==> config.mk <==
export PLATFORM = sky130hd
export DESIGN_NAME = fwc_firewall_check
export DESIGN_NICKNAME = d
export VERILOG_FILES = /design/src/fwc_pkg.sv /design/src/fwc_lookup_if.sv /design/src/fwc_lookup.sv /design/src/fwc_firewall_check.sv
export SDC_FILE = /design/constraint.sdc
export NUM_CORES = 1
export LEC_CHECK = 0
export BUFFER_PORTS_ARGS = -buffer_cell sky130_fd_sc_hd__buf_2
export CORE_UTILIZATION = 45
export DETAILED_ROUTE_END_ITERATION = 12
export PLACE_DENSITY = 0.8
export SLEW_MARGIN = 20
export SYNTH_ARGS = -nofsm -noshare
export SYNTH_HDL_FRONTEND = slang
export SYNTH_SLANG_ARGS = --single-unit
==> constraint.sdc <==
create_clock -name clk_in -period 2.1 [get_ports clk_in]
set_input_delay 0.105 -clock clk_in [delete_from_list [all_inputs] [get_ports clk_in]]
set_output_delay 0.105 -clock clk_in [all_outputs]
set_load 0.005 [all_outputs]
==> src/fwc_pkg.sv <==
// constants and types for the peripheral segment firewall check
// Function
// - segment sees identifier shifted left one bit
// - doubled identifier indexes the membership vector
// - nominal id n selects bit 2n
// - violation log records the doubled identifier
// - reset membership vector upper sixteen bits zero
// - nominal ids eight and above denied after reset
package fwc_pkg;
  localparam int FWC_NOM_ID_W = 4;
  localparam int FWC_DBL_ID_W = 5;
  localparam int FWC_MASK_W = 32;
  localparam int FWC_ID_SHIFT = 1;
  localparam int FWC_MAX_NOM_ID = 12;
  // lower half opens ids 0..7, upper half closed
  localparam logic [31:0] FWC_MASK_RST = 32'h0000ffff;
  typedef enum logic [1:0] {FWC_IDLE, FWC_ANSWER} fwc_state_t;
endpackage : fwc_pkg

==> src/fwc_lookup_if.sv <==
// carrier between the firewall check and its membership lookup
`timescale 1ns/100ps
interface fwc_lookup_if #(
  parameter int ID_W = 5,
  parameter int MASK_W = 32
);
  logic [ID_W-1:0] dbl_id;
  logic [MASK_W-1:0] mask;
  logic permit;
  modport check (output dbl_id, output mask, input permit);
  modport lookup (input dbl_id, input mask, output permit);
endinterface : fwc_lookup_if

==> src/fwc_lookup.sv <==
// membership bit selection for one doubled identifier
`timescale 1ns/100ps
module fwc_lookup
  import fwc_pkg::*;
#(
  parameter int ID_W = FWC_DBL_ID_W,
  parameter int MASK_W = FWC_MASK_W
)(
  fwc_lookup_if.lookup lk
);
  logic [MASK_W-1:0] hit_vec;

  // doubled id decode
  // one-hot match per bit, so an id past the mask width never grants
  generate
    for (genvar b = 0; b < MASK_W; b++)
    begin : g_bit
      assign hit_vec[b] = (lk.dbl_id == ID_W'(b)) & lk.mask[b];
    end
  endgenerate

  assign lk.permit = |hit_vec;
endmodule : fwc_lookup

==> src/fwc_firewall_check.sv <==
// access permission check of the peripheral segment firewall
`timescale 1ns/100ps
module fwc_firewall_check
  import fwc_pkg::*;
#(
  parameter int NOM_ID_W = FWC_NOM_ID_W,
  parameter int MASK_W = FWC_MASK_W
)(
  // clock and reset
  input wire logic clk_in,
  input wire logic arst_n_in,
  // access request from the interconnect
  input wire logic req_valid_in,
  input wire logic [NOM_ID_W-1:0] req_conn_id_in,
  // membership vector programming
  input wire logic mask_wr_in,
  input wire logic [MASK_W-1:0] mask_wr_data_in,
  // error log clear
  input wire logic log_clear_in,
  // access decision
  output logic resp_valid_out,
  output logic grant_out,
  output logic deny_out,
  // membership vector readback
  output logic [MASK_W-1:0] member_mask_out,
  // violation log
  output logic log_valid_out,
  output logic [NOM_ID_W:0] log_dbl_id_out
);
  localparam int DBL_W = NOM_ID_W + FWC_ID_SHIFT;
  // highest doubled id that the defined initiators reach
  localparam int TOP_DBL_ID = FWC_MAX_NOM_ID << FWC_ID_SHIFT;

  // elaboration checks: refuse widths the lookup cannot serve
  // the highest defined id must find its bit in the mask
  if (MASK_W <= TOP_DBL_ID)
  begin : g_mask_too_narrow
    $error("fwc_firewall_check: membership mask narrower than the doubled id range");
  end
  // the reset pattern is only as wide as the package vector
  if (MASK_W > $bits(FWC_MASK_RST))
  begin : g_mask_too_wide
    $error("fwc_firewall_check: membership mask wider than the reset pattern");
  end
  // the nominal id port must carry every defined initiator
  if (FWC_MAX_NOM_ID >= (1 << NOM_ID_W))
  begin : g_id_too_narrow
    $error("fwc_firewall_check: nominal id port too narrow");
  end
  // the log port and the package agree on the doubled width
  if (DBL_W != FWC_DBL_ID_W)
  begin : g_dbl_mismatch
    $error("fwc_firewall_check: doubled id width differs from the package");
  end

  // request capture and decision state
  fwc_state_t state_r, state_nxt;
  logic [DBL_W-1:0] dbl_id_r;

  // membership vector
  logic [MASK_W-1:0] mask_r;

  // decision pulses
  logic resp_r, grant_r, deny_r;

  // violation log
  logic log_valid_r;
  logic [DBL_W-1:0] log_id_r;

  // next values and named decodes
  wire logic [DBL_W-1:0] shifted_id;
  wire logic [DBL_W-1:0] dbl_id_nxt;
  wire logic [MASK_W-1:0] mask_nxt;
  wire logic answer_now;
  wire logic permit_now;
  wire logic viol_now;
  wire logic log_set;
  wire logic log_load;
  wire logic resp_nxt;
  wire logic grant_nxt;
  wire logic deny_nxt;
  wire logic log_valid_nxt;
  wire logic [DBL_W-1:0] log_id_nxt;

  fwc_lookup_if #(.ID_W(DBL_W), .MASK_W(MASK_W)) lk_if ();

  fwc_lookup #(
    .ID_W(DBL_W),
    .MASK_W(MASK_W)
  ) u_lookup (
    .lk(lk_if.lookup)
  );

  // shift nominal id left one bit
  // doubling is done here so the lookup and log see segment values
  assign shifted_id = {req_conn_id_in, {FWC_ID_SHIFT{1'b0}}};
  // id captured only with a request, held in between
  assign dbl_id_nxt = req_valid_in ? shifted_id : dbl_id_r;

  assign lk_if.dbl_id = dbl_id_r;
  assign lk_if.mask = mask_r;

  // the lookup answers in the cycle after the request was taken
  assign answer_now = (state_r == FWC_ANSWER);
  assign permit_now = lk_if.permit;

  // grant needs the selected bit
  // an unset bit is a violation, never a silent drop
  assign viol_now = answer_now & ~permit_now;
  assign resp_nxt = answer_now;
  assign grant_nxt = answer_now & permit_now;
  assign deny_nxt = viol_now;

  // mask held until reprogrammed
  // a write lands whole; no per-bit update path
  assign mask_nxt = mask_wr_in ? mask_wr_data_in : mask_r;

  // log keeps the first violation
  // a violation in the clear cycle wins, so no event is lost
  assign log_set = viol_now & ~log_valid_r;
  assign log_load = log_set | (viol_now & log_clear_in);
  assign log_valid_nxt = viol_now | (log_valid_r & ~log_clear_in);
  assign log_id_nxt = log_load ? dbl_id_r : log_id_r;

  // request capture then one answer cycle
  always_comb
  begin
    state_nxt = state_r;
    case (state_r)
      FWC_IDLE: state_nxt = req_valid_in ? FWC_ANSWER : FWC_IDLE;
      FWC_ANSWER: state_nxt = req_valid_in ? FWC_ANSWER : FWC_IDLE;
      default: state_nxt = FWC_IDLE;
    endcase
  end

  // decision state
  always_ff @(posedge clk_in or negedge arst_n_in)
  begin
    if (!arst_n_in)
      state_r <= FWC_IDLE;
    else
      state_r <= state_nxt;
  end

  // doubled id captured with the request
  // held between requests so the log can still read it
  always_ff @(posedge clk_in or negedge arst_n_in)
  begin
    if (!arst_n_in)
      dbl_id_r <= '0;
    else
      dbl_id_r <= dbl_id_nxt;
  end

  always_ff @(posedge clk_in or negedge arst_n_in)
  begin
    if (!arst_n_in)
      mask_r <= FWC_MASK_RST[MASK_W-1:0];
    else
      mask_r <= mask_nxt;
  end

  // decision present flag, one cycle per answer
  always_ff @(posedge clk_in or negedge arst_n_in)
  begin
    if (!arst_n_in)
      resp_r <= 1'b0;
    else
      resp_r <= resp_nxt;
  end

  always_ff @(posedge clk_in or negedge arst_n_in)
  begin
    if (!arst_n_in)
      grant_r <= 1'b0;
    else
      grant_r <= grant_nxt;
  end

  // deny pulse registered
  // kept apart from grant so both stay plain flops
  always_ff @(posedge clk_in or negedge arst_n_in)
  begin
    if (!arst_n_in)
      deny_r <= 1'b0;
    else
      deny_r <= deny_nxt;
  end

  // sticky violation flag, software clears it
  always_ff @(posedge clk_in or negedge arst_n_in)
  begin
    if (!arst_n_in)
      log_valid_r <= 1'b0;
    else
      log_valid_r <= log_valid_nxt;
  end

  // log holds doubled id
  // software decodes the doubled value, not the nominal one
  always_ff @(posedge clk_in or negedge arst_n_in)
  begin
    if (!arst_n_in)
      log_id_r <= '0;
    else
      log_id_r <= log_id_nxt;
  end

  // decision outputs straight from flops
  assign resp_valid_out = resp_r;
  assign grant_out = grant_r;
  assign deny_out = deny_r;

  // readback straight from the mask flops
  assign member_mask_out = mask_r;

  // log outputs straight from flops
  assign log_valid_out = log_valid_r;
  assign log_dbl_id_out = log_id_r;
endmodule : fwc_firewall_check

Word-level counts from Yosys, hierarchy flattened. Cells that the tools add are included.

Equality and inequality tests: 16. Mux-type cells: 2. Bitwise operators: 26. Reductions and logical operators: 4.

Operators with widths (count): $eq A4 B4 Y1 const B (8); $and A1 B1 Y1 (21); $eq A4 B3 Y1 const B (4); $reduce_or A16 Y1 (1); $eq A4 B2 Y1 const B (2); $logic_not A5 Y1 (1); $eq A4 B1 Y1 const B (1); $not A1 Y1 (3); $eq A2 B1 Y1 const B (1); $logic_not A2 Y1 (1); $mux W1 (2); $or A1 B1 Y1 (2); $reduce_or A2 Y1 (1).

Register bits after elaboration: 46. Output and inout port bits: 41. Logic and storage cells: 56.

Longest topological paths before layout. Gate-level depths: netlist of run 1.

Depth after elaboration: 7. Mapped depth: 6. Mapped depth without buffers: 4.

Hierarchy. Synthesis of run 1 repeated with hierarchy kept, for this count alone.

Cells, all modules: 148. Area, all modules: 2177.1 um^2.

By module, submodules not included: fwc_firewall_check (instances 1, cells an instance 96, area an instance 1825.5 um^2, sequential area each 1146.1 um^2); fwc_lookup (instances 1, cells an instance 52, area an instance 351.6 um^2, sequential area each 0.0 um^2).

Worst setup path after synthesis of run 1. No wires, ideal clock.

Kind: register to register. Start: register dbl_id_r[1]. End: register log_id_r[1], in the netlist log_dbl_id_out[1]. Library setup time: 0.128 ns. Data arrival time: 1.731 ns. Required time: 1.972 ns. Setup slack: 0.242 ns. Stages on the path, launching flop included: 6. Path buffers: 1. Cells stage by stage: dfrtp_1 buf_6 mux2_2 mux4_2 o2bb2ai_2 mux2_1.

Cells in the longest elaborated chain, start to end: 7.

Ends and longest elaborated chain: start: declaration (line fwc_firewall_check.sv:58) `logic [DBL_W-1:0] dbl_id_r;`; start signal: assignment (line fwc_firewall_check.sv:152) `dbl_id_r <= dbl_id_nxt;`; $eq A4 B1 Y1, or another cell as far along (line fwc_lookup.sv:18) `assign hit_vec[b] = (lk.dbl_id == ID_W'(b)) & lk.mask[b];`; $and A1 B1 Y1 (line fwc_lookup.sv:18); $reduce_or A16 Y1 (line fwc_lookup.sv:22) `assign lk.permit = |hit_vec;`; $not A1 Y1 (line fwc_firewall_check.sv:109) `assign viol_now = answer_now & ~permit_now;`; $and A1 B1 Y1 (line fwc_firewall_check.sv:109); $and A1 B1 Y1 (on tied branches) (line fwc_firewall_check.sv:120, fwc_firewall_check.sv:121); $or A1 B1 Y1 (line fwc_firewall_check.sv:121) `assign log_load = log_set | (viol_now & log_clear_in);`; end signal: assignment (line fwc_firewall_check.sv:206) `log_id_r <= log_id_nxt;`; end: declaration (line fwc_firewall_check.sv:68) `logic [DBL_W-1:0] log_id_r;`.

Parallel ways exist; a longest one is shown, timed or not. A chain may end at the register's enable or synchronous reset.

Worst setup path after layout of run 1.
Start: register dbl_id_r[1]. End: register log_id_r[2], in the netlist log_dbl_id_out[2].

Cells in the longest elaborated chain, start to end: 7.

Ends and longest elaborated chain (line): $eq A4 B1 Y1, or another cell as far along (fwc_lookup.sv:18); $and A1 B1 Y1 (fwc_lookup.sv:18); $reduce_or A16 Y1 (*) (fwc_lookup.sv:22); $not A1 Y1 (*) (fwc_firewall_check.sv:109); $and A1 B1 Y1 (*) (fwc_firewall_check.sv:109); $and A1 B1 Y1 (on tied branches) (fwc_firewall_check.sv:120, fwc_firewall_check.sv:121); $or A1 B1 Y1 (*) (fwc_firewall_check.sv:121).

Every way passes the cells marked *; elsewhere a longest branch is shown, timed or not.

==> impl_metrics.py, run 1 <==
metrics = {
    "min_path": {
        "worst_hold_path_type": "in -> reg",
        "timing.hold.worst_path_depth": 3,
    },
    "synth": {
        "synthTopCellsByArea": "dfrtp_1 (38%), mux2_2 (23%), dfstp_2 (22%)",
        "unique_cell_type_count_in_the_yosys_netlist": 22,
        "most_frequently_used_flop_master_after_synthesis": "dfrtp_1",
        "synth_commonest_cells": "mux2_2 (39), dfrtp_1 (29), dfstp_2 (16)",
        "synth_most_common_cell": "mux2_2",
        "synth-edff-count": 0,
        "yosys_warnings": 0,
        "synth.ff_latch_count": 45,
        "synthDominantCellAreaShare_pct": 37.83,
        "yosysSeqAreaShare_pct": 59.75,
        "netlist_area_um2": 1918,
        "netlist_instances": 122,
        "synth.avg_cell_area_um2": 15.72,
        "synth_largest_area_cell": "dfrtp_1",
        "async_flop_share_pct": 100.0,
        "mappedNetlistNets": 163,
    },
    "setup_path": {
        "crit_path_max_fanout": 8,
        "critPathArrivalTime_ps": 2150,
        "critPathRequiredTime_ps": 2270,
        "rr_worst_depth": 4,
        "worst_setup_path_start_kind": "register",
        "timing_worst_setup_path_type": "reg -> reg",
        "critical_path.endpoint_type": "register",
    },
    "timing": {
        "grt_setup_unrepaired": "false",
        "final-hold-violation-count": 0,
        "fin_crit_ps": 1977,
        "timing.final.setup_violations": 0,
        "slew_viol_final": 0,
        "achievable-frequency_mhz": 505.8,
        "fin_worst_skew_ps": 5.446,
        "fin_tns_setup_ps": 0,
        "relSlewSlack_pct": 41.33,
        "timing_worst_slew_pin_value_ps": 880.0,
        "min_period_over_period_pct": 94.14,
    },
    "grt": {
        "global_route.usage.total_pct": 17.62,
        "use_met2_pct": 28.25,
        "grt_pass1_vias": 1252,
        "globalRoute.totalOverflow": 0,
        "antenna_found_initial": 0,
        "grt_pass1_wl_um": 5761,
        "grt_use_met1_pct": 21.04,
        "grtUsageMet3_pct": 6.081,
        "grt_max_degree": 42,
        "grt-busiest-layer": "met2",
    },
    "clocking": {
        "insertion_delay_ps": 290,
        "htree_num_levels": 2,
        "ctsLongestPathBuffers": 2,
        "clk_pin_slew_worst_paths_ps": 80,
        "numClockSinks": 45,
        "cts_post_setup_buffers_inserted": 0,
        "clockRootBuffer": "clkbuf_8",
        "cts_tree": "built",
        "cts_made_buffers": 5,
    },
    "routing": {
        "routed_via_density": 4.992,
        "routed-via-count": 1288,
        "finalWirelength_um": 3562,
        "detail_route.drc_violations": 0,
        "initialDrtViolationCount": 60,
        "initial_drt_pass_iterations": 4,
        "drt-wirelength-per-cell_um": 13.81,
        "detail-route-antenna-nets": 0,
    },
    "die": {
        "floorplan.rows": 23,
        "initial_core_util_pct": 47.27,
        "core_ar_um2": 4058,
        "die_ht_um": 67.29,
        "number_of_placed_i_o_pins": 82,
        "fp.dieW_um": 67.29,
        "die_area_um2": 4527,
    },
    "pwr": {
        "vdd.ir_drop.worst_v": 0.0004422,
        "power_density_nw_per_um2": 826.7,
        "p_leak_nw": 1.175,
    },
    "place": {
        "detailed_place_hpwl_um": 2627,
        "finalWeightedCongestion": 0.7421,
        "dpl.cell_count": 248,
        "port-buffer-count": 80,
    },
    "flow_run": {
        "maxCapViolCount": 0,
    },
    "final_layout": {
        "post_route_cells_drive_above_1_share_pct": 71.63,
        "post_layout_nonfiller_instances": 258,
        "antenna_diode_count": 0,
        "synthToLayoutAreaGrowth_pct": 28.31,
        "layout.nets": 248,
    },
    "run_status": {
        "outcome": "finished, final reports clean",
    },
}
==> through the flow <==
step	utilization, %	setup slack (ps)	instance area (µm²)	total power, mW	hold slack, ps
2_1_floorplan	-	241.8	1918	1.321	-190.6
3_3_place_gp	57.91	116.9	2350	1.505	262.6
3_5_place_dp	57.91	54.68	2350	1.526	278.2
4_1_cts	60.62	33.21	2460	2.073	31.06
5_1_grt	60.65	39.37	2461	2.158	31.84
6_report	60.65	123.1	2461	2.034	39.28
==> worst paths after layout <==
kind                            slack (ps)             endpoint              start
worst max register to register         120    log_dbl_id_out[2]        dbl_id_r[1]
min in group asynchronous              480    log_dbl_id_out[3]          arst_n_in
max in group asynchronous              910  member_mask_out[15]          arst_n_in
worst min register to register         490    log_dbl_id_out[1]  log_dbl_id_out[1]
worst min-delay path                    40          dbl_id_r[4]  req_conn_id_in[3]
worst max-delay path                   120    log_dbl_id_out[2]        dbl_id_r[1]
==> cells in the final DEF, fill, tap and decap left out <==
cell           instances
a31oi_1                1
and2_1                 1
and3_1                 1
buf_2                 80
buf_4                  3
clkbuf_1               2
clkbuf_8               6
conb_1                 1
dfrtp_1               28
dfrtp_2                1
dfstp_2               16
dlygate4sd3_1          2
inv_1                  2
mux2_1                 3
mux2_2                39
mux2i_1                9
mux4_2                 3
nand2_1                2
nand2b_1               1
nand3_1                1
nor2_1                 1
o21ai_0                4
o2bb2ai_2              1
==> layer usage <==
layer  vias up  part of all wire [%]  routed length [µm]
met5         -                     0                   0
met4         0                   2.2                  80
li1        601                     -                   -
met2        70                    46                1653
met1       609                    44                1570
met3         8                   7.2                 257
==> report_power, final <==
group | leakage (nW) | internal [mW] | switching, mW
Sequential | 0.509 | 1.01 | 0.0821
Combinational | 0.621 | 0.246 | 0.167
Clock | 0.0455 | 0.268 | 0.261
==> area by class of cell <==
type	instances	area, µm²
Inverter	2	7.507
Clock buffer	8	90.09
Sequential cell	45	1147
Tap cell	50	62.56
Timing Repair Buffer	85	442.9
Multi-Input combinational cell	68	710.7
Fill cell	324	1597
==> repair_timing <==
action,CTS,global route
setup endpoints to repair,0,3
hold buffers,2,0
resized for setup,0,1
hold endpoints to repair,30,0
==> kinds of logic (layout without fill, tap and decap cells) <==
| family | count (synthesis) | count (layout) | share of synthesized area, % |
|---|---|---|---|
| AND/OR/NAND/NOR | 7 | 7 | 1.827 |
| multiplexers | 54 | 54 | 32.88 |
| flip-flops | 45 | 45 | 59.75 |
| other | 1 | 1 | 0.1955 |
| buffers and inverters | 9 | 95 | 3.196 |
| AO/OA/AOI/OAI | 6 | 6 | 2.153 |
==> flip-flops by register name, summed over array words and instances (netlist names) <==
| register | flops |
|---|---|
| log_dbl_id_out | 4 |
| deny_out | 1 |
| resp_valid_out | 1 |
| state_r | 1 |
| grant_out | 1 |
| dbl_id_r | 4 |
| log_valid_out | 1 |
| member_mask_out | 32 |
==> worst max-delay path: stages (launching register included) <==
cell	delay (ps)
dfrtp_2	450
mux2_2	350
mux4_2	500
o2bb2ai_2	210
mux2_1	350
No activity file was read; power rests on OpenSTA's default activity.
==> inputs of run 2 (changes only) <==
- CORE_MARGIN: unset -> 10
- CTS_BUF_LIST: unset -> sky130_fd_sc_hd__clkbuf_8
==> run 2 against run 1 <==
Net effect:
- die area is 61% higher
- sequential power about the same
- sequential cell count stayed put
- critical path depth stayed put
- setup slack improved by 27 ps
- cell area increased by 0.46%
- critical path type unchanged
- critical endpoint is now log_dbl_id_out[3]
- largest cell class unchanged
- highest routed layer unchanged
==> impl_metrics.py, run 2 (synthesis gave the netlist of run 1 again) <==
metrics = {
    "run_status": {
        "outcome": "finished, final reports clean",
    },
    "clocking": {
        "htree_num_levels": 2,
        "ctsLongestPathBuffers": 2,
        "numClockSinks": 45,
        "cts_tree": "built",
        "clk_pin_slew_worst_paths_ps": 80,
        "clockRootBuffer": "clkbuf_8",
        "insertion_delay_ps": 290,
        "cts_made_buffers": 5,
    },
    "timing": {
        "fin_worst_skew_ps": 6.754,
        "postLayoutSetupSlackWorst_ps": 150.0,
        "grt_setup_unrepaired": "false",
        "min_period_over_period_pct": 92.86,
        "final-hold-violation-count": 0,
        "fin_tns_setup_ps": 0,
        "fin_crit_ps": 1950,
        "relSlewSlack_pct": 43.52,
        "timing.final.setup_violations": 0,
        "slew_viol_final": 0,
        "achievable-frequency_mhz": 512.8,
        "timing_worst_slew_pin_value_ps": 847.2,
    },
    "routing": {
        "drt-wirelength-per-cell_um": 16.81,
        "initialDrtViolationCount": 36,
        "detail-route-antenna-nets": 0,
        "routed_via_density": 5.043,
        "routed-via-count": 1301,
        "initial_drt_pass_iterations": 4,
        "detail_route.drc_violations": 0,
        "finalWirelength_um": 4338,
    },
    "pwr": {
        "power.sequential.fraction_pct": 52.3,
        "power.switching_mw": 0.5330,
        "relative_contribution_of_combinational_cells_to_total_power_pct": 19.9,
        "vdd.ir_drop.worst_v": 0.0005887,
        "p_leak_nw": 1.184,
        "power_switching_share_pct": 25.55,
        "clock_network_fraction_of_total_power_pct": 27.7,
        "cell_internal_pwr_mw": 1.554,
        "power_density_nw_per_um2": 844.0,
    },
    "place": {
        "dpl.cell_count": 248,
        "detailed_place.area_um2": 2350,
        "port-buffer-count": 80,
        "setup_slack_at_placement_ps": 77.62,
        "finalWeightedCongestion": 0.7025,
        "detailed_place_hpwl_um": 3433,
    },
    "setup_path": {
        "critical_path.endpoint_type": "register",
        "critPathArrivalTime_ps": 2130,
        "timing_worst_setup_path_type": "reg -> reg",
        "crit_path_max_fanout": 8,
        "worst_setup_path_start_kind": "register",
        "critPathRequiredTime_ps": 2280,
    },
    "final_layout": {
        "post_route_cells_drive_above_1_share_pct": 72.60,
        "largest_register_ff_count": 32,
        "synthToLayoutAreaGrowth_pct": 28.90,
        "layout.nets": 248,
        "post_layout_nonfiller_instances": 258,
        "seq_area_um2": 1147,
        "total_area_of_multi_input_combinational_cells_um2": 710.7,
        "final.fill_count": 343,
        "final_cell_area_um2": 2472,
        "layout.cells.most_common": "buf_2",
        "leading_cell_types_in_the_layout_fill_and_taps_excluded": "buf_2 (80), mux2_2 (39), dfrtp_1 (28)",
        "antenna_diode_count": 0,
    },
    "grt": {
        "grt_pass1_vias": 1513,
        "grt_pass1_wl_um": 7465,
        "grt_max_degree": 41,
        "antenna_found_initial": 0,
        "global_route.usage.total_pct": 12.52,
        "globalRoute.totalOverflow": 0,
    },
    "die": {
        "die_area_um2": 7274,
        "number_of_placed_i_o_pins": 82,
        "fp.dieW_um": 85.29,
        "floorplan.rows": 23,
        "die_ht_um": 85.29,
        "initial_core_util_pct": 47.27,
        "core_ar_um2": 4058,
    },
    "flow_run": {
        "maxCapViolCount": 0,
    },
    "min_path": {
        "worst_hold_path_type": "in -> reg",
    },
}
[run 2: changes by cell type in the layout (fill, tap and decap cells not counted)]
cell / change
clkbuf_1: -2
clkbuf_8: +1
clkinv_2: +1
[run 2: power by group through the flow]
| stage | logic [mW] | registers [mW] | clock network, mW |
|---|---|---|---|
| floorplan | 0.218 | 1.10 | 0 |
| global placement | 0.415 | 1.11 | 0 |
| detailed placement | 0.424 | 1.11 | 0 |
| CTS | 0.427 | 1.10 | 0.596 |
| global route | 0.472 | 1.11 | 0.642 |
| finish | 0.416 | 1.09 | 0.579 |
[run 2: area by class of cell]
type	instances	share of cell area [%]
clock buffers	7	3.897
inverters	2	0.3036
clock inverters	1	0.2024
flip-flops and latches	45	46.41
multi-input cells	68	28.74
repair buffers	85	17.91
well taps	50	2.530
[run 2: worst max-delay path: stages (launching register included)]
cell       delay [ps]
dfrtp_2           460
mux2_2            350
mux4_2            490
o2bb2ai_2         200
mux2_1            340
[run 2: what timing repair did]
| item | in CTS | in global routing |
|---|---|---|
| setup endpoints to repair | 0 | 3 |
| buffers inserted | 0 | 0 |
| hold buffers | 2 | 0 |
| endpoints found under the hold margin | 30 | 0 |
| gates resized for setup | 0 | 1 |
[run 2: through the flow]
step	power [mW]	utilization [%]	hold slack [ps]
2_1_floorplan	1.321	-	-190.6
3_3_place_gp	1.520	57.91	258.5
3_5_place_dp	1.535	57.91	265.4
4_1_cts	2.118	60.90	27.73
5_1_grt	2.228	60.93	16.49
6_report	2.087	60.93	36.04
[run 2: worst paths after layout]
kind,start,to,slack (ps),cells past startpoint
max,dbl_id_r[1],log_dbl_id_out[3],150,4
min,mask_wr_data_in[29],member_mask_out[29],40,2
max reg2reg,dbl_id_r[1],log_dbl_id_out[3],150,4
min reg2reg,log_dbl_id_out[1],log_dbl_id_out[1],490,1
max in group asynchronous,arst_n_in,member_mask_out[15],950,3
min in group asynchronous,arst_n_in,log_dbl_id_out[1],460,2
[run 2: metal layers]
layer,part of all wire [%],global-route usage [%],vias to the layer above
li1,-,-,603
met1,41,13.85,633
met2,46,19.82,61
met3,12,8.031,4
met4,0.88,2.695,0
met5,0,0,-
